`src/node_cfg_regs.svh`:
```
/*
 * Offsets, field positions and reset values of the node setup and pin status words.
 * Assumes it is included by bare name wherever these values are needed.
 */
`ifndef NODE_CFG_REGS_SVH
`define NODE_CFG_REGS_SVH

`define NODE_SETUP_IDX       7'h03
`define PIN_STATUS_IDX       7'h04
`define NODE_SETUP_RST       32'h0000_0000

`define SLOT_LSB             0
`define SLOT_MSB             7
`define GAP_LSB              8
`define GAP_MSB              11

`define PIN_LEFT_STOP        0
`define PIN_UART_SEL         6
`define PIN_CMP_LSB          8
`define PIN_POLARITY         12
`define PIN_RES_FOUND        13
`define PIN_OSC_EXT          14
`define PIN_CONV_ERR         15
`define PIN_REV_LSB          16
`define PIN_REV_MSB          18
`define PIN_VER_LSB          24
`define PIN_VER_MSB          31

`define POLARITY_RST         1'b1
`define GAP_UNIT_BITS        7'h08
`define GAP_SHORTEST_MULT    7'h01

`endif

```
`src/node_cfg_pkg.sv`:
```
/*
 * Types shared by the node setup and pin status block.
 * Assumes nothing beyond a SystemVerilog compiler.
 */
package node_cfg_pkg;

	typedef logic [7:0]  slot_t;
	typedef logic [31:0] word_t;
	typedef logic [3:0]  gap_code_t;

	typedef enum logic [2:0] {
		GAP_IDLE = 3'b001,
		GAP_WAIT = 3'b010,
		GAP_DONE = 3'b100
	} gap_state_e;

endpackage : node_cfg_pkg

```
`src/reply_gap_if.sv`:
```
/*
 * Carrier between the register block and its reply gap timer.
 * Assumes both ends run on the same clock.
 */
interface reply_gap_if;
	import node_cfg_pkg::*;

	logic      start;
	gap_code_t code;
	logic      done;
	logic      busy;

	modport ctrl  (output start, output code, input done, input busy);
	modport timer (input start, input code, output done, output busy);

endinterface : reply_gap_if

```
`src/node_cfg_block.sv`:
```
/*
 * Node setup and pin status registers with reply gap timing and chain address output.
 * Assumes a serial front end on i_ref_clk that issues register reads, writes,
 * reply requests and bit-time ticks; pin and analog levels arrive asynchronously.
 */
`include "node_cfg_regs.svh"

// Overview of operation
// - reply waits eight bit times times chosen multiple
// - eight-bit node slot, reset zero, sets address
// - pins CSN SCK SDI add zero to seven
// - status word returns sampled input pin levels
// - fixed eight-bit chip version in top byte
// - three-bit die revision, fixed by parameter, defaults to zero
// - bit fifteen flags converter not working
// - bit fourteen shows external oscillator in use
// - bit thirteen shows reference resistor detected
// - bit twelve sets next address output polarity
// - polarity bit resets to one
// - bit six shows serial interface selected
// - bits eleven to eight show comparator outputs
module node_cfg_block #(
	parameter logic [7:0] CHIP_VERSION = 8'h5a, // arbitrary value
	parameter logic [2:0] DIE_REVISION = 3'h0
) (
	input  wire logic               i_ref_clk,
	input  wire logic               i_srst,
	input  wire logic               i_clk_en,
	input  wire logic               i_reg_wr,
	input  wire logic               i_reg_rd,
	input  wire logic [6:0]         i_reg_addr,
	input  wire node_cfg_pkg::word_t i_reg_wdata,
	output node_cfg_pkg::word_t     o_reg_rdata,
	output logic                    o_reg_rvalid,
	input  wire logic               i_reply_req,
	input  wire logic               i_bit_tick,
	output logic                    o_reply_go,
	output node_cfg_pkg::slot_t     o_node_addr,
	input  wire logic               i_left_stop_pin,
	input  wire logic               i_right_stop_pin,
	input  wire logic               i_encoder_b_pin,
	input  wire logic               i_encoder_a_pin,
	input  wire logic               i_bridge_off_pin,
	input  wire logic               i_encoder_index_pin,
	input  wire logic               i_one_wire_serial,
	input  wire logic               i_csn_pin,
	input  wire logic               i_sck_pin,
	input  wire logic               i_sdi_pin,
	input  wire logic [3:0]         i_cmp_levels,
	input  wire logic               i_conv_fault,
	input  wire logic               i_outside_osc_selected,
	input  wire logic               i_ref_resistor_found,
	output logic                    o_next_addr_out,
	output logic                    o_next_addr_oe_n
);
	import node_cfg_pkg::*;

	localparam int NSYNC = 17;

	logic [NSYNC-1:0] raw_pins;
	logic [NSYNC-1:0] pins_s;
	slot_t            slot_q;
	gap_code_t        gap_code_q;
	logic             polarity_q;
	word_t            rdata_q;
	logic             rvalid_q;
	slot_t            node_addr_q;
	logic             next_addr_q;
	logic             next_addr_oe_n_q;
	logic             reply_go_q;
	logic [6:0]       pin_bits;
	logic [2:0]       strap_off;
	slot_t            addr_sum;
	word_t            setup_word;
	word_t            status_word;
	logic             wr_setup;
	logic             wr_status;

	reply_gap_if gap ();

	assign raw_pins = {i_ref_resistor_found, i_outside_osc_selected, i_conv_fault,
	                   i_cmp_levels, i_csn_pin, i_sck_pin, i_sdi_pin,
	                   i_one_wire_serial, i_encoder_index_pin, i_bridge_off_pin,
	                   i_encoder_a_pin, i_encoder_b_pin, i_right_stop_pin,
	                   i_left_stop_pin};

	pin_sync #(
		.W (NSYNC)
	) u_pin_sync (
		.i_ref_clk (i_ref_clk),
		.i_srst    (i_srst),
		.i_clk_en  (i_clk_en),
		.i_async   (raw_pins),
		.o_sync    (pins_s)
	);

	reply_gap_timer u_gap_timer (
		.i_ref_clk  (i_ref_clk),
		.i_srst     (i_srst),
		.i_clk_en   (i_clk_en),
		.i_bit_tick (i_bit_tick),
		.gap        (gap.timer)
	);

	assign pin_bits  = pins_s[6:0];
	assign strap_off = pins_s[9:7]; // csn is the most significant bit
	// wraps above 255; keeping the sum in range is the host's duty
	assign addr_sum  = slot_t'(slot_q + {5'h00, strap_off});

	assign wr_setup  = i_reg_wr && (i_reg_addr == `NODE_SETUP_IDX);
	assign wr_status = i_reg_wr && (i_reg_addr == `PIN_STATUS_IDX);

	always_comb begin
		setup_word = '0;
		setup_word[`GAP_MSB:`GAP_LSB]   = gap_code_q;
		setup_word[`SLOT_MSB:`SLOT_LSB] = slot_q;
	end

	always_comb begin
		status_word = '0; // reserved bits read zero
		status_word[`PIN_UART_SEL:`PIN_LEFT_STOP]  = pin_bits;
		status_word[`PIN_CMP_LSB+3:`PIN_CMP_LSB]   = pins_s[13:10];
		status_word[`PIN_POLARITY]                 = polarity_q;
		status_word[`PIN_RES_FOUND]                = pins_s[16];
		status_word[`PIN_OSC_EXT]                  = pins_s[15];
		status_word[`PIN_CONV_ERR]                 = pins_s[14];
		status_word[`PIN_REV_MSB:`PIN_REV_LSB]     = DIE_REVISION;
		status_word[`PIN_VER_MSB:`PIN_VER_LSB]     = CHIP_VERSION;
	end

	// node setup word
	always_ff @(posedge i_ref_clk) begin
		if (i_srst) begin
			slot_q     <= slot_t'(`NODE_SETUP_RST);
			gap_code_q <= gap_code_t'(`NODE_SETUP_RST >> `GAP_LSB);
		end else if (i_clk_en && wr_setup) begin
			slot_q     <= i_reg_wdata[`SLOT_MSB:`SLOT_LSB];
			gap_code_q <= i_reg_wdata[`GAP_MSB:`GAP_LSB];
		end
	end

	// only the polarity bit of the status word is writable
	always_ff @(posedge i_ref_clk) begin
		if (i_srst) begin
			polarity_q <= `POLARITY_RST;
		end else if (i_clk_en && wr_status) begin
			polarity_q <= i_reg_wdata[`PIN_POLARITY];
		end
	end

	// read port, unmapped indices answer zero
	always_ff @(posedge i_ref_clk) begin
		if (i_srst) begin
			rdata_q  <= '0;
			rvalid_q <= 1'b0;
		end else if (i_clk_en) begin
			rvalid_q <= i_reg_rd;
			if (i_reg_rd) begin
				case (i_reg_addr)
					`NODE_SETUP_IDX: rdata_q <= setup_word;
					`PIN_STATUS_IDX: rdata_q <= status_word;
					default:         rdata_q <= '0;
				endcase
			end
		end
	end

	// effective address and chain output
	always_ff @(posedge i_ref_clk) begin
		if (i_srst) begin
			node_addr_q      <= 8'h00;
			next_addr_q      <= `POLARITY_RST;
			next_addr_oe_n_q <= 1'b1;
		end else if (i_clk_en) begin
			node_addr_q      <= addr_sum;
			next_addr_q      <= polarity_q;
			next_addr_oe_n_q <= !pins_s[`PIN_UART_SEL];
		end
	end

	// reply requests while the timer runs are dropped
	assign gap.start = i_reply_req && !gap.busy;
	assign gap.code  = gap_code_q;

	always_ff @(posedge i_ref_clk) begin
		if (i_srst) begin
			reply_go_q <= 1'b0;
		end else if (i_clk_en) begin
			reply_go_q <= gap.done;
		end
	end

	assign o_reg_rdata      = rdata_q;
	assign o_reg_rvalid     = rvalid_q;
	assign o_node_addr      = node_addr_q;
	assign o_next_addr_out  = next_addr_q;
	assign o_next_addr_oe_n = next_addr_oe_n_q;
	assign o_reply_go       = reply_go_q;
endmodule : node_cfg_block

```
`src/pin_sync.sv`:
```
/*
 * Two-stage synchroniser for a group of pin levels.
 * Assumes every input bit is asynchronous to i_ref_clk.
 */
module pin_sync #(
	parameter int W = 17
) (
	input  wire logic         i_ref_clk,
	input  wire logic         i_srst,
	input  wire logic         i_clk_en,
	input  wire logic [W-1:0] i_async,
	output logic      [W-1:0] o_sync
);

	logic [W-1:0] meta_q;
	logic [W-1:0] sync_q;

	for (genvar b = 0; b < W; b++) begin : g_bit
		always_ff @(posedge i_ref_clk) begin
			if (i_srst) begin
				meta_q[b] <= 1'b0;
				sync_q[b] <= 1'b0;
			end else if (i_clk_en) begin
				meta_q[b] <= i_async[b];
				sync_q[b] <= meta_q[b];
			end
		end
	end

	assign o_sync = sync_q;

endmodule : pin_sync

```
`src/reply_gap_timer.sv`:
```
/*
 * Counts bit times between a received request and the moment a reply may start.
 * Assumes i_bit_tick is a one-cycle pulse per serial bit time on the same clock.
 */
`include "node_cfg_regs.svh"

module reply_gap_timer (
	input  wire logic  i_ref_clk,
	input  wire logic  i_srst,
	input  wire logic  i_clk_en,
	input  wire logic  i_bit_tick,
	reply_gap_if.timer gap
);
	import node_cfg_pkg::*;

	gap_state_e state_q;
	logic [6:0] cnt_q;
	logic [6:0] target_q;
	logic       done_q;
	logic [6:0] mult;

	// even codes give code+1 units, odd codes fall back to the even code below
	always_comb begin
		mult = (gap.code[3:1] == 3'h0) ? `GAP_SHORTEST_MULT : {3'h0, gap.code[3:1], 1'b1};
	end

	always_ff @(posedge i_ref_clk) begin
		if (i_srst) begin
			state_q  <= GAP_IDLE;
			cnt_q    <= 7'h00;
			target_q <= 7'h00;
			done_q   <= 1'b0;
		end else if (i_clk_en) begin
			done_q <= 1'b0;
			case (state_q)
				GAP_IDLE: begin
					if (gap.start) begin
						target_q <= 7'(mult * `GAP_UNIT_BITS);
						cnt_q    <= 7'h00;
						state_q  <= GAP_WAIT;
					end
				end
				GAP_WAIT: begin
					if (i_bit_tick) begin
						if (cnt_q == 7'(target_q - 7'h01)) begin
							done_q  <= 1'b1;
							state_q <= GAP_DONE;
						end
						cnt_q <= 7'(cnt_q + 7'h01);
					end
				end
				GAP_DONE: state_q <= GAP_IDLE;
				default:  state_q <= GAP_IDLE;
			endcase
		end
	end

	assign gap.done = done_q;
	assign gap.busy = (state_q != GAP_IDLE);
endmodule : reply_gap_timer

```
`config.mk`:
```
export PLATFORM = sky130hd
export DESIGN_NAME = node_cfg_block
export DESIGN_NICKNAME = d
export VERILOG_FILES = /design/src/node_cfg_pkg.sv /design/src/reply_gap_if.sv /design/src/node_cfg_block.sv /design/src/pin_sync.sv /design/src/reply_gap_timer.sv
export VERILOG_INCLUDE_DIRS = /design/src
export SDC_FILE = /design/constraint.sdc
export NUM_CORES = 1
export LEC_CHECK = 0
export BUFFER_PORTS_ARGS = -buffer_cell sky130_fd_sc_hd__buf_2
export CORE_MARGIN = 2
export CORE_UTILIZATION = 47
export CTS_CLUSTER_SIZE = 8
export DETAILED_ROUTE_END_ITERATION = 8
export PLACE_DENSITY = 0.76
export SLEW_MARGIN = 0
export SYNTH_ARGS = -nofsm -noshare
export SYNTH_HDL_FRONTEND = slang
export SYNTH_SLANG_ARGS = --single-unit
```
`constraint.sdc`:
```
create_clock -name i_ref_clk -period 1.5 [get_ports i_ref_clk]
set_clock_uncertainty 0.05 [all_clocks]
set_input_delay 0.075 -clock i_ref_clk [delete_from_list [all_inputs] [get_ports i_ref_clk]]
set_output_delay 0.075 -clock i_ref_clk [all_outputs]
set_load 0.05 [all_outputs]
```
==> metrics.txt <==
Required @ worst endpoint about 1.7 ns; switch share 0.252; initial cell density of the core 0.489; first-pass GRT wire length around 14 mm; IO buf count 75; RSZ-0062 raised after global routing true; final setup fails 8; Starting DRT DRC Count ~120; Crit path arrival time a little under 2 ns; DRT Pass-1 Iters 4; Root Buffer clkbuf_8; Post-synth ARST share 0; wire per inst about 14 um; Synthesis Warnings 0; Post-synth EDFFs 0; leakage 0.00220 uW; highest net fanout along the worst path 2; Pint between 3000 and 4000 uW; clk sinks between 90 and 100; nets 580; cell at the slowest stage of the critical path dfxtp_2; maxcap violations 0; Clock Power Share 0.350; Core Region slightly below 0.008 sq mm; Critical Path, Cell by Cell ha_4, inv_2, fa_2, nor2b_2, o2111ai_2, xor2_1, a211oi_1; detailed-placement wirelength estimate between 5 and 6 mm; area leader, netlist dfxtp_1; Crit. End Element flip-flop; CTS Buf Count 9; H-tree Lvls 3; final wirelength about 8.6 mm; Synth Cell Area 0.00380 sq mm; ys flop type dfxtp_1; Netlist cell types 46; Layout area overhead 32.4%; routability congestion estimate between 0.8 and 0.9; sequential share of power 0.532; most frequent cells after synthesis dfxtp_1, nor2_1, mux2i_1; Ports 107; row count 32; largest net degree at the start of global routing 56; sequential-to-total area share from yosys stat 0.479; failing checks setup timing; synth top area cells dfxtp_1, mux2i_1, nor2_1, buf_4, a222oi_1; Die W approximately 94 um; count leader, synth dfxtp_1; Hold Fails Final Rpt 0; Hold/Removal Path Class input port to flip-flop; Tmin final roughly 1.7 ns; total number of vias 3145; FILL cells between 600 and 700; Clock Latency Late Sink between 0.3 and 0.4 ns; CTS tree yes; #FFs+latches synth between 90 and 100; Top delay family on crit path adder cells; worst hold margin 0.103 ns; Startpoint Class flip-flop; Slowest Stage Delay on Critical Path roughly 0.36 ns; Max VDD drop 531 uV; Setup WS pre-CTS -0.155 ns; initial antenna violation count 0; final worst slack -0.249 ns; vias in the first global route around 3000; period utilisation layout 1.17; outcome finished with violations; Setup Crit Path Kind flip-flop to flip-flop; Worst-path clk slew around 0.090 ns; pwr/cell area 937 mW/mm^2; Comb pwr share 0.118; die height about 94 um; Psw between 1000 and 1500 uW; Yosys top cell area share 0.479; drt drc 0; Overall Global Routing Usage 0.202; layout cells sized above 1 0.309; vias per inst around 5; total global routing overflow 0; Post-Synthesis Cells about 390; Final ANT Viol Nets 0; critical path buffer and inverter count 1; post-layout util 0.648; Final Max Slew Viols 0; worst-case clock buffer depth 2; f_max approximately 570 MHz; Total Die Area 0.00882 sq mm; Mapped Avg Cell Area 9.82 sq um; Inserted Diodes 0
==> through the flow <==
stage	total power, uW	instances	instance area [sq um]	TNS, ns
2_1_floorplan	2910	398	3860	-0.171
3_3_place_gp	3030	568	4410	-0.554
3_5_place_dp	3040	568	4410	-1.07
4_1_cts	4730	614	4960	-0.621
5_1_grt	4920	617	5030	-1.55
6_report	4720	617	5030	-0.863
==> cell usage in the layout, fill, tap and decap left out, drive strengths merged, types with 2 or more instances in the layout <==
master and count:
buf 110, dfxtp 91, nor2 80, mux2i 50, dlygate4sd3 30, conb 12
a222oi 11, a21oi 11, nand2 10, clkbuf 10, nand2b 9, xnor2 8
inv 8, o21ai 7, a22oi 6, a211oi 6, nor3 6, xor2 5
ha 5, or4 4, nand3b 4, a21o 3, o31ai 3, a311oi 2
nand3 2, or2 2, clkinvlp 2, or3b 2, nor2b 2
==> path summary, 6_finish.rpt <==
kind,startpoint,to,slack (ns),depth (start not counted)
max,slot_q[0]$_SDFFE_PP0P_,o_node_addr[6]$_SDFFE_PP0P_,-0.25,7
max reg2reg,slot_q[0]$_SDFFE_PP0P_,o_node_addr[6]$_SDFFE_PP0P_,-0.25,7
min,i_srst,o_reply_go$_SDFFE_PP0P_,0.10,2
min reg2reg,o_node_addr[1]$_SDFFE_PP0P_,o_node_addr[1]$_SDFFE_PP0P_,0.43,2
==> metal layers <==
metal / vias up / part of all wire / track usage
li1: 1572 / - / -
met1: 1465 / 0.45 / 0.259
met2: 93 / 0.48 / 0.332
met3: 15 / 0.056 / 0.0409
met4: 0 / 0.018 / 0.0809
met5: - / 0 / 0
==> registers in the layout, summed over array words and instances (netlist names) <==
name and flops:
u_gap_timer.target_q 4, u_gap_timer.state_q 3, o_next_addr_oe_n 1, u_gap_timer.gap.done 1, o_next_addr_out 1, u_gap_timer.cnt_q 7, slot_q 8, o_reply_go 1
o_reg_rdata 17, u_pin_sync.meta_q 17, gap.code 4, o_reg_rvalid 1, polarity_q 1, u_pin_sync.o_sync 17, o_node_addr 8
==> area by class of cell <==
type	count	area, sq um	share of cell area
Multi-Input combinational cell	262	1870	0.371
Inverter	7	26.3	0.00522
Timing Repair Buffer	140	971	0.193
Tap cell	102	128	0.0254
Clock inverter	5	62.6	0.0124
Clock buffer	10	138	0.0273
Sequential cell	91	1840	0.365
==> cells by family (layout without fill, tap and decap cells) <==
group,after synthesis,in the layout,share of synthesized area
flip-flops,91,91,0.479
other,1,12,0.000987
AND/OR/NAND/NOR,125,125,0.164
buffers and inverters,45,162,0.0642
AO/OA/AOI/OAI,56,56,0.108
adder cells (fa/ha/maj),6,6,0.0217
multiplexers,50,50,0.132
XOR/XNOR,13,13,0.0300
==> power by group through the flow <==
stage	clock network [uW]	logic, uW	registers, uW
6_report	1650	554	2510
5_1_grt	1800	602	2520
4_1_cts	1680	535	2510
3_5_place_dp	0	466	2570
3_3_place_gp	0	459	2570
2_1_floorplan	0	314	2600
==> timing repair <==
| item | in CTS | in global routing |
|---|---|---|
| pin swaps | 4 | 11 |
| resized for setup | 11 | 12 |
| hold endpoints to repair | 30 | 0 |
| cloned | 0 | 0 |
| setup buffers | 1 | 3 |
| hold buffers | 30 | 0 |
| endpoints found under the setup margin | 11 | 13 |
No activity file was read; power rests on OpenSTA's default activity.
